$ cat config.mk
export PLATFORM = sky130hd
export DESIGN_NAME = tsa_sensor_regs
export DESIGN_NICKNAME = d
export VERILOG_FILES = /design/src/logic/tsa_pkg.sv /design/src/logic/tsa_i2c_slave.sv /design/src/logic/tsa_sensor_regs.sv
export SDC_FILE = /design/constraint.sdc
export NUM_CORES = 1
export LEC_CHECK = 0
export BUFFER_PORTS_ARGS = -buffer_cell sky130_fd_sc_hd__clkbuf_2
export CORE_MARGIN = 2
export CORE_UTILIZATION = 55
export CTS_BUF_LIST = sky130_fd_sc_hd__clkbuf_16
export CTS_CLUSTER_DIAMETER = 80
export DETAILED_ROUTE_END_ITERATION = 6
export GPL_TIMING_DRIVEN = 0
export PLACE_DENSITY = 0.69
export SYNTH_ARGS = -nofsm -noshare
export SYNTH_HDL_FRONTEND = slang
export SYNTH_SLANG_ARGS = --single-unit
$ cat constraint.sdc
create_clock -name clk -period 4.1 [get_ports clk]
set_input_delay 0.41 -clock clk [delete_from_list [all_inputs] [get_ports clk]]
set_output_delay 0.41 -clock clk [all_outputs]
set_load 0.01 [all_outputs]
$ cat src/logic/tsa_pkg.sv
// constants and carrier types of the temperature sensor register block
// assumes a 200 MHz system clock and a single synchronous reset
package tsa_pkg;

  ////////////////////////////////////////////////////////////////////////////
  // register selection codes
  localparam logic [2:0] PTR_TEMP = 3'h0;
  localparam logic [2:0] PTR_CFG = 3'h1;
  localparam logic [2:0] PTR_HYST = 3'h2;
  localparam logic [2:0] PTR_OTLIM = 3'h3;
  localparam logic [2:0] PTR_ONESHOT = 3'h4;

  ////////////////////////////////////////////////////////////////////////////
  // values after reset
  localparam logic [15:0] TEMP_RESET = 16'h0000;
  localparam logic [15:0] HYST_RESET = 16'h4b00;
  localparam logic [15:0] OTLIM_RESET = 16'h5000;
  localparam logic [7:0] CFG_RESET = 8'h00;
  localparam logic [7:0] PTR_RESET = 8'h00;
  localparam logic [7:0] ONESHOT_RESET = 8'h00;
  localparam logic [15:0] TEMP_MASK = 16'hfff0;

  ////////////////////////////////////////////////////////////////////////////
  // configuration field positions
  localparam int CFG_SHUTDOWN = 0;
  localparam int CFG_INTMODE = 1;
  localparam int CFG_POLARITY = 2;
  localparam int CFG_QUEUE_LO = 3;
  localparam int CFG_QUEUE_HI = 4;
  localparam int CFG_ONESHOT = 5;

  ////////////////////////////////////////////////////////////////////////////
  // fault queue depths
  localparam logic [2:0] QUEUE_DEPTH_0 = 3'h1;
  localparam logic [2:0] QUEUE_DEPTH_1 = 3'h2;
  localparam logic [2:0] QUEUE_DEPTH_2 = 3'h4;
  localparam logic [2:0] QUEUE_DEPTH_3 = 3'h6;

  ////////////////////////////////////////////////////////////////////////////
  // bus address and timing
  localparam logic [3:0] ADDR_FIXED = 4'h9;
  localparam int CONV_PERIOD_MS = 60;
  localparam int CLK_FREQ_KHZ = 200000;
  localparam int CONV_CYCLES = CONV_PERIOD_MS * CLK_FREQ_KHZ;

  // byte-level events from the serial slave
  typedef struct packed {
    logic txStart;
    logic wrValid;
    logic rdTaken;
    logic [7:0] data;
  } tsa_bus_evt_t;

endpackage

$ cat src/logic/tsa_i2c_slave.sv
// two-wire serial slave: start/stop, address match, byte shifting
// assumes scl and sda arrive asynchronously from the bus pins
`timescale 1ns/1ps
module tsa_i2c_slave
(
  input wire logic clk,
  input wire logic reset,
  input wire logic sclIn,
  input wire logic sdaIn,
  input wire logic [6:0] devAddr,
  input wire logic [7:0] rdData,
  output tsa_pkg::tsa_bus_evt_t evt,
  output logic sdaOe
);

  typedef enum logic [2:0] {SL_IDLE, SL_ADDR, SL_ACK, SL_WR, SL_RD, SL_MACK}
    tsa_sl_state_t;

  logic [2:0] sclSync_r;
  logic [2:0] sdaSync_r;
  logic sclF_r;
  logic sdaF_r;
  logic sclPrev_r;
  logic sdaPrev_r;
  logic sclRise;
  logic sclFall;
  logic startCond;
  logic stopCond;
  tsa_sl_state_t state_r;
  logic [7:0] shift_r;
  logic [3:0] bitCnt_r;
  logic isRead_r;
  logic mAck_r;

  //////////////////////////////////////////////////////////////////////////////
  // three-stage synchronisers, change taken when stages two and three agree
  always_ff @(posedge clk)
  begin
    if (reset)
    begin
      sclSync_r <= 3'h7;
      sdaSync_r <= 3'h7;
      sclF_r <= 1'b1;
      sdaF_r <= 1'b1;
      sclPrev_r <= 1'b1;
      sdaPrev_r <= 1'b1;
    end
    else
    begin
      sclSync_r <= {sclSync_r[1:0], sclIn};
      sdaSync_r <= {sdaSync_r[1:0], sdaIn};
      if (sclSync_r[1] == sclSync_r[2])
        sclF_r <= sclSync_r[2];
      if (sdaSync_r[1] == sdaSync_r[2])
        sdaF_r <= sdaSync_r[2];
      sclPrev_r <= sclF_r;
      sdaPrev_r <= sdaF_r;
    end
  end

  assign sclRise = sclF_r & ~sclPrev_r;
  assign sclFall = ~sclF_r & sclPrev_r;
  assign startCond = sclF_r & sclPrev_r & sdaPrev_r & ~sdaF_r;
  assign stopCond = sclF_r & sclPrev_r & ~sdaPrev_r & sdaF_r;

  //////////////////////////////////////////////////////////////////////////////
  // byte engine
  always_ff @(posedge clk)
  begin
    if (reset)
    begin
      state_r <= SL_IDLE;
      shift_r <= 8'h00;
      bitCnt_r <= 4'h0;
      isRead_r <= 1'b0;
      mAck_r <= 1'b0;
      evt <= '0;
      sdaOe <= 1'b0;
    end
    else
    begin
      evt.txStart <= 1'b0;
      evt.wrValid <= 1'b0;
      evt.rdTaken <= 1'b0;
      if (startCond)
      begin
        state_r <= SL_ADDR;
        bitCnt_r <= 4'h0;
        sdaOe <= 1'b0;
      end
      else if (stopCond)
      begin
        state_r <= SL_IDLE;
        sdaOe <= 1'b0;
      end
      else
      begin
        unique case (state_r)
          SL_IDLE:
            sdaOe <= 1'b0;
          SL_ADDR, SL_WR:
          begin
            if (sclRise && bitCnt_r != 4'h8)
            begin
              shift_r <= {shift_r[6:0], sdaF_r};
              bitCnt_r <= bitCnt_r + 4'h1;
            end
            else if (sclFall && bitCnt_r == 4'h8)
            begin
              if (state_r == SL_WR)
              begin
                evt.wrValid <= 1'b1;
                evt.data <= shift_r;
                sdaOe <= 1'b1;
                state_r <= SL_ACK;
              end
              else if (shift_r[7:1] == devAddr)
              begin
                evt.txStart <= 1'b1;
                isRead_r <= shift_r[0];
                sdaOe <= 1'b1;
                state_r <= SL_ACK;
              end
              else
                state_r <= SL_IDLE;
            end
          end
          SL_ACK:
          begin
            if (sclFall)
            begin
              bitCnt_r <= 4'h0;
              if (isRead_r)
              begin
                shift_r <= rdData;
                evt.rdTaken <= 1'b1;
                sdaOe <= ~rdData[7];
                state_r <= SL_RD;
              end
              else
              begin
                sdaOe <= 1'b0;
                state_r <= SL_WR;
              end
            end
          end
          SL_RD:
          begin
            if (sclFall)
            begin
              if (bitCnt_r == 4'h7)
              begin
                sdaOe <= 1'b0;
                state_r <= SL_MACK;
              end
              else
              begin
                shift_r <= {shift_r[6:0], 1'b0};
                sdaOe <= ~shift_r[6];
                bitCnt_r <= bitCnt_r + 4'h1;
              end
            end
          end
          SL_MACK:
          begin
            if (sclRise)
              mAck_r <= ~sdaF_r;
            else if (sclFall)
            begin
              bitCnt_r <= 4'h0;
              if (mAck_r)
              begin
                shift_r <= rdData;
                evt.rdTaken <= 1'b1;
                sdaOe <= ~rdData[7];
                state_r <= SL_RD;
              end
              else
                state_r <= SL_IDLE;
            end
          end
        endcase
      end
    end
  end

endmodule

$ cat src/logic/tsa_sensor_regs.sv
// register set, conversion sequencing and alert control of the sensor
// assumes a converter on the same clock answering convStart with convDone
//
// What this block does
// - count a fault when a conversion exceeds the programmed over-temp limit
// - alert asserts only after the set number of back-to-back faults
// - config bits 4:3 pick fault count one, two, four or six
// - the low three pointer bits choose the register for data transfers
// - codes 0..4 select temp, config, hysteresis, over-temp, one-shot
// - the pointer is zero after reset, selecting the temperature
// - reset values: temp 0, config 0, hysteresis 75 C, over-temp 80 C
// - config, pointer, one-shot are one byte; temp and limits two
// - temperature is read-only; all else but the pointer is read/write
// - temperature is held as 16-bit two's complement, sign on top
// - two-byte reads send the upper byte first, then the lower
// - with config bit 5 clear a conversion starts every 60 ms
// - with bit 5 set, one conversion per one-shot write, then idle
// - config bit 2 sets alert polarity: 0 active low, 1 active high
// - config bit 1 selects comparator (0) or interrupt (1) alert mode
// - config bit 0 powers down all but the bus until cleared
// - bus address is 1001 then the three select pins, always sampled
`timescale 1ns/1ps
module tsa_sensor_regs
#(
  parameter int CONV_CYCLES = tsa_pkg::CONV_CYCLES
)
(
  input wire logic clk,
  input wire logic reset,
  input wire logic sclIn,
  input wire logic sdaIn,
  output logic sdaOut,
  output logic sdaOe,
  input wire logic addrSelectPin2,
  input wire logic addrSelectPin1,
  input wire logic addrSelectPin0,
  output logic overTempAlertPinOut,
  output logic overTempAlertPinOe,
  output logic convStart,
  output logic analogPowerDown,
  input wire logic convDone,
  input wire logic [15:0] convData
);

  typedef enum logic {CV_IDLE, CV_BUSY} tsa_cv_state_t;

  tsa_pkg::tsa_bus_evt_t evt;
  logic [2:0] addrSync1_r;
  logic [2:0] addrSync2_r;
  logic [2:0] addrSync3_r;
  logic [2:0] addrStable_r;
  logic [7:0] ptr_r;
  logic [1:0] wrCnt_r;
  logic rdIdx_r;
  logic [15:0] temp_r;
  logic [7:0] cfg_r;
  logic [15:0] hyst_r;
  logic [15:0] otLim_r;
  logic [7:0] oneShot_r;
  logic [7:0] stage_r;
  logic oneShotReq_r;
  logic [31:0] timer_r;
  tsa_cv_state_t cvState_r;
  logic [2:0] faultCnt_r;
  logic alert_r;
  logic [7:0] rdData;
  logic startNow;
  logic doneEvt;
  logic [15:0] sample;
  logic faultNow;
  logic belowHyst;
  logic needMet;
  logic oneShotWr;

  function automatic logic [2:0] queueNeed(input logic [1:0] code);
    unique case (code)
      2'h0: queueNeed = tsa_pkg::QUEUE_DEPTH_0;
      2'h1: queueNeed = tsa_pkg::QUEUE_DEPTH_1;
      2'h2: queueNeed = tsa_pkg::QUEUE_DEPTH_2;
      2'h3: queueNeed = tsa_pkg::QUEUE_DEPTH_3;
    endcase
  endfunction

  //////////////////////////////////////////////////////////////////////////////
  // serial slave and address pins
  tsa_i2c_slave u_slave
  (
    .clk(clk),
    .reset(reset),
    .sclIn(sclIn),
    .sdaIn(sdaIn),
    .devAddr({tsa_pkg::ADDR_FIXED, addrStable_r}),
    .rdData(rdData),
    .evt(evt),
    .sdaOe(sdaOe)
  );

  always_ff @(posedge clk)
  begin
    if (reset)
    begin
      addrSync1_r <= 3'h0;
      addrSync2_r <= 3'h0;
      addrSync3_r <= 3'h0;
      addrStable_r <= 3'h0;
      sdaOut <= 1'b0;
    end
    else
    begin
      addrSync1_r <= {addrSelectPin2, addrSelectPin1, addrSelectPin0};
      addrSync2_r <= addrSync1_r;
      addrSync3_r <= addrSync2_r;
      if (addrSync2_r == addrSync3_r)
        addrStable_r <= addrSync3_r;
      sdaOut <= 1'b0;
    end
  end

  //////////////////////////////////////////////////////////////////////////////
  // register writes
  assign oneShotWr = evt.wrValid && wrCnt_r == 2'h1
    && ptr_r[2:0] == tsa_pkg::PTR_ONESHOT;

  always_ff @(posedge clk)
  begin
    if (reset)
    begin
      ptr_r <= tsa_pkg::PTR_RESET;
      wrCnt_r <= 2'h0;
      cfg_r <= tsa_pkg::CFG_RESET;
      hyst_r <= tsa_pkg::HYST_RESET;
      otLim_r <= tsa_pkg::OTLIM_RESET;
      oneShot_r <= tsa_pkg::ONESHOT_RESET;
      stage_r <= 8'h00;
    end
    else if (evt.txStart)
      wrCnt_r <= 2'h0;
    else if (evt.wrValid)
    begin
      if (wrCnt_r != 2'h3)
        wrCnt_r <= wrCnt_r + 2'h1;
      if (wrCnt_r == 2'h0)
        ptr_r <= evt.data;
      else if (wrCnt_r == 2'h1)
      begin
        unique case (ptr_r[2:0])
          tsa_pkg::PTR_CFG: cfg_r <= evt.data;
          tsa_pkg::PTR_ONESHOT: oneShot_r <= evt.data;
          tsa_pkg::PTR_HYST, tsa_pkg::PTR_OTLIM: stage_r <= evt.data;
          default: ;
        endcase
      end
      else if (wrCnt_r == 2'h2)
      begin
        if (ptr_r[2:0] == tsa_pkg::PTR_HYST)
          hyst_r <= {stage_r, evt.data};
        else if (ptr_r[2:0] == tsa_pkg::PTR_OTLIM)
          otLim_r <= {stage_r, evt.data};
      end
    end
  end

  //////////////////////////////////////////////////////////////////////////////
  // register reads, upper byte first for wide registers
  always_comb
  begin
    unique case (ptr_r[2:0])
      tsa_pkg::PTR_TEMP: rdData = rdIdx_r ? temp_r[7:0] : temp_r[15:8];
      tsa_pkg::PTR_CFG: rdData = cfg_r;
      tsa_pkg::PTR_HYST: rdData = rdIdx_r ? hyst_r[7:0] : hyst_r[15:8];
      tsa_pkg::PTR_OTLIM: rdData = rdIdx_r ? otLim_r[7:0] : otLim_r[15:8];
      tsa_pkg::PTR_ONESHOT: rdData = oneShot_r;
      default: rdData = 8'h00;
    endcase
  end

  always_ff @(posedge clk)
  begin
    if (reset)
      rdIdx_r <= 1'b0;
    else if (evt.txStart)
      rdIdx_r <= 1'b0;
    else if (evt.rdTaken)
      rdIdx_r <= ~rdIdx_r;
  end

  //////////////////////////////////////////////////////////////////////////////
  // conversion sequencing
  assign startNow = cvState_r == CV_IDLE && !cfg_r[tsa_pkg::CFG_SHUTDOWN]
    && (cfg_r[tsa_pkg::CFG_ONESHOT] ? oneShotReq_r : timer_r == 32'h0);
  assign doneEvt = cvState_r == CV_BUSY && convDone;

  always_ff @(posedge clk)
  begin
    if (reset)
      timer_r <= 32'h0;
    else if (cfg_r[tsa_pkg::CFG_SHUTDOWN] || cfg_r[tsa_pkg::CFG_ONESHOT])
      timer_r <= 32'h0;
    else if (startNow)
      timer_r <= 32'(CONV_CYCLES - 1);
    else if (timer_r != 32'h0)
      timer_r <= timer_r - 32'h1;
  end

  always_ff @(posedge clk)
  begin
    if (reset)
      oneShotReq_r <= 1'b0;
    else if (oneShotWr)
      oneShotReq_r <= 1'b1;
    else if (startNow)
      oneShotReq_r <= 1'b0;
  end

  always_ff @(posedge clk)
  begin
    if (reset)
    begin
      cvState_r <= CV_IDLE;
      convStart <= 1'b0;
      analogPowerDown <= 1'b0;
    end
    else
    begin
      convStart <= startNow;
      analogPowerDown <= cfg_r[tsa_pkg::CFG_SHUTDOWN]
        || (cfg_r[tsa_pkg::CFG_ONESHOT] && cvState_r == CV_IDLE
        && !startNow);
      unique case (cvState_r)
        CV_IDLE: if (startNow) cvState_r <= CV_BUSY;
        CV_BUSY: if (convDone) cvState_r <= CV_IDLE;
      endcase
    end
  end

  //////////////////////////////////////////////////////////////////////////////
  // result, fault queue and alert
  assign sample = convData & tsa_pkg::TEMP_MASK;
  assign faultNow = $signed(sample) > $signed(otLim_r);
  assign belowHyst = $signed(sample) < $signed(hyst_r);
  assign needMet = faultNow
    && 3'(faultCnt_r + 3'h1) >= queueNeed(cfg_r[4:3]);

  always_ff @(posedge clk)
  begin
    if (reset)
      temp_r <= tsa_pkg::TEMP_RESET;
    else if (doneEvt)
      temp_r <= sample;
  end

  always_ff @(posedge clk)
  begin
    if (reset)
      faultCnt_r <= 3'h0;
    else if (doneEvt)
    begin
      if (!faultNow)
        faultCnt_r <= 3'h0;
      else if (cfg_r[tsa_pkg::CFG_INTMODE] && needMet)
        faultCnt_r <= 3'h0;
      else if (faultCnt_r != tsa_pkg::QUEUE_DEPTH_3)
        faultCnt_r <= faultCnt_r + 3'h1;
    end
  end

  always_ff @(posedge clk)
  begin
    if (reset)
      alert_r <= 1'b0;
    else if (doneEvt && needMet)
      alert_r <= 1'b1;
    else if (!cfg_r[tsa_pkg::CFG_INTMODE] && doneEvt && belowHyst)
      alert_r <= 1'b0;
    else if (cfg_r[tsa_pkg::CFG_INTMODE] && evt.rdTaken)
      alert_r <= 1'b0;
  end

  always_ff @(posedge clk)
  begin
    if (reset)
    begin
      overTempAlertPinOut <= 1'b0;
      overTempAlertPinOe <= 1'b0;
    end
    else
    begin
      overTempAlertPinOut <= 1'b0;
      overTempAlertPinOe <= alert_r ^ cfg_r[tsa_pkg::CFG_POLARITY];
    end
  end
endmodule

==> reports/qor.txt <==
Seq/Total Area, Yosys: 0.415
Met2 wire len: 8430 µm
Clk_lat worst skew: 0.43 ns
Vias: 6688
Critical path arrival: 3.33 ns
Fin crit period: 3.02 ns
Worst Reg2Reg Path Length in Cells: 6
GPL Wtd Cong: 0.982
Non-Filler Instances: 1156
Setup TNS: 0 ns
Post-synthesis cell type count: 63
Synthesized area: 0.00801 mm²
Met3 WL post-DR: 1590 µm
Worst-Margin Slew: 1.31 ns
DRC errors left: 0
Met1 Wirelength: 9560 µm
Synth Area per Inst: 8.74 µm²
Power, Total: 4.66 mW
Root buffer cell: clkbuf_16
Setup WS post-layout: 1.08 ns
Pin count of the biggest net entering global routing: 17
Max_cap viols: 0
Predominant post-synthesis flop cell: dfxtp_1
Post-Synthesis Cells: 917
Final period util: 0.738
Layout cells sized above 1: 0.0916
Critical setup path kind: reg -> reg
Multi-input logic area: 0.00432 mm²
Top Layer Used: met4
Hold WS: 0.156 ns
Total grt overflow: 0
Pleak: 3.46 nW
Clock skew: 0.0121 ns
Fmax: 0.331 GHz
Final Hold Fails: 0
Routed WL: 20000 µm
Total area of sequential cells: 0.00332 mm²
Max-Slew Margin vs Limit: 0.125
Die area: 0.0155 mm²
Setup violators final: 0
Util after Layout: 0.619
Unrepaired setup endpoints after global routing: false
CP Max Fanout: 10
CTS tree: yes
Yosys reg bits: 166
Layout area overhead: 10.9%
DR iter-0 viols: 600
Dpl hpwl: 14500 µm
Initial antenna violation count: 0
Max Slew Vio Count: 0
TritonCTS buffer count: 17
DR WL/cell: 17.3 µm
# diodes: 0
Port Buf Inserts: 22
Sink Count: 166
Post-DR vias/cell: 5.79
Power Density: 525 mW/mm²
Warnings from Yosys: 0
H-tree levels: 4
Critical Path Source Type: flop
Max IR drop VDD: 338 µV
Number of global-route vias before repair: 5985
Placed instance count: 1124
Clock buffer depth: 2
Drt first pass iters: 5
Hold crit path type: in -> reg
DP Worst Slack: 1.18 ns
Total GRT Usage: 0.259
Fraction of registers with async set/reset: 0
Critical Path RT: 4.40 ns
Postcts setup bufs: 0
# rows: 44
CTS Hold Bufs: 0
Post-route ant nets: 0
Placed Area: 0.00835 mm²
Status: completed
Post-cts resize count: 0
Reg clk slew, reported paths: 0.07 ns
# IOs: 30
Design area: 0.00889 mm²
Initial Utilization: 0.557
Core area: 0.0144 mm²
Die Y: 125 µm
Number of synthesized flops with an enable pin: 0
Nets: 1019
First-pass GRT wire length: 32000 µm
Die Wd: 125 µm
CP endpoint kind: flop
# fillers: 1284
Hold path cells: 2
-- final cells by class --
cell class              instances  area share
inverters                      42      0.0177
clock buffers                  17      0.0479
flip-flops and latches        166       0.374
multi-input cells             662       0.486
well taps                     184      0.0259
clock inverters                15      0.0121
repair buffers                 22      0.0124
plain buffers                  48      0.0242
-- cells by family (layout without fill, tap and decap cells) --
logic type / count (synthesis) / in the layout / synth area share
DFF: 166 / 166 / 0.415
buffers and inverters: 90 / 144 / 0.0465
muxes: 66 / 66 / 0.0893
AOI/OAI and AO/OA: 166 / 166 / 0.132
other: 1 / 2 / 0.000468
adders and majority gates: 36 / 36 / 0.0562
and+or+nand+nor: 356 / 356 / 0.221
xor gates and xnor gates: 36 / 36 / 0.0394
-- power by group --
| group | internal (mW) | switching [mW] |
|---|---|---|
| Combinational | 0.556 | 0.760 |
| Sequential | 1.76 | 0.124 |
| Clock | 0.776 | 0.686 |
| Total | 3.09 | 1.57 |
-- synth_stat cells (6+ instances only) --
cell type | n | share of area
nor2_1 | 119 | 0.056
or2_2 | 13 | 0.010
xor2_1 | 16 | 0.017
o21ai_0 | 19 | 0.012
nand2b_1 | 9 | 0.0070
nand4_1 | 8 | 0.0062
a21oi_1 | 69 | 0.043
nand2_1 | 85 | 0.040
xnor2_1 | 20 | 0.022
a22oi_1 | 6 | 0.0056
clkbuf_1 | 36 | 0.017
ha_1 | 36 | 0.056
o211ai_1 | 11 | 0.010
nor4_1 | 13 | 0.010
mux2i_1 | 58 | 0.072
inv_1 | 42 | 0.020
a211o_1 | 7 | 0.0077
nor2b_1 | 18 | 0.014
nor3b_1 | 7 | 0.0066
dfxtp_1 | 166 | 0.41
nand3_1 | 16 | 0.010
or3_1 | 6 | 0.0047
nand3b_1 | 9 | 0.0084
nor3_1 | 20 | 0.012
a31oi_1 | 8 | 0.0062
a211oi_1 | 13 | 0.012
a21o_1 | 6 | 0.0056
-- state kept, by name (all words and copies together), names as in the netlist, 4 cells and up --
register,flops
u_slave.bitCnt_r,4
timer_r,32
cfg_r,8
hyst_r,16
otLim_r,16
stage_r,8
temp_r,12
u_slave.shift_r,8
u_slave.evt,11
oneShot_r,8
-- metal layers --
layer | global-route usage | vias to the layer above
li1 | - | 3286
met1 | 0.381 | 3142
met2 | 0.380 | 227
met3 | 0.0533 | 33
met4 | 0.0839 | 0
met5 | 0 | -
-- placed cells by master, fill, tap and decap left out, types with 9 or more instances in the layout --
cell       count
or2_2         13
o21ai_0       19
clkbuf_16     17
dfxtp_1      166
nor2_1       119
clkbuf_2      22
nand3b_1       9
xnor2_1       20
inv_1         44
mux2i_1       58
nor3_1        20
xor2_1        16
nand3_1       16
nand2b_1       9
nor2b_1       18
a211oi_1      13
clkbuf_1      36
o211ai_1      11
nor4_1        13
ha_1          36
nand2_1       85
a21oi_1       69
-- worst paths after layout --
path | startpoint | endpoint | slack, ns
worst max-delay path | ptr_r[1]$_SDFFE_PP0P_ | oneShot_r[0]$_SDFFE_PP0P_ | 1.08
worst max register to register | ptr_r[1]$_SDFFE_PP0P_ | oneShot_r[0]$_SDFFE_PP0P_ | 1.08
worst min register to register | u_slave.sdaSync_r[0]$_SDFF_PP1_ | u_slave.sdaSync_r[1]$_SDFF_PP1_ | 0.41
worst min-delay path | sclIn | u_slave.sclSync_r[0]$_SDFF_PP1_ | 0.16
-- worst max-delay path, stage by stage (launching register included) --
cell	delay, ns
dfxtp_1	0.30
clkbuf_1	0.21
clkbuf_1	0.30
nor3b_1	1.10
nand2_1	0.61
mux2i_1	0.33
nor2_1	0.05
No activity file was read; power rests on OpenSTA's default activity.
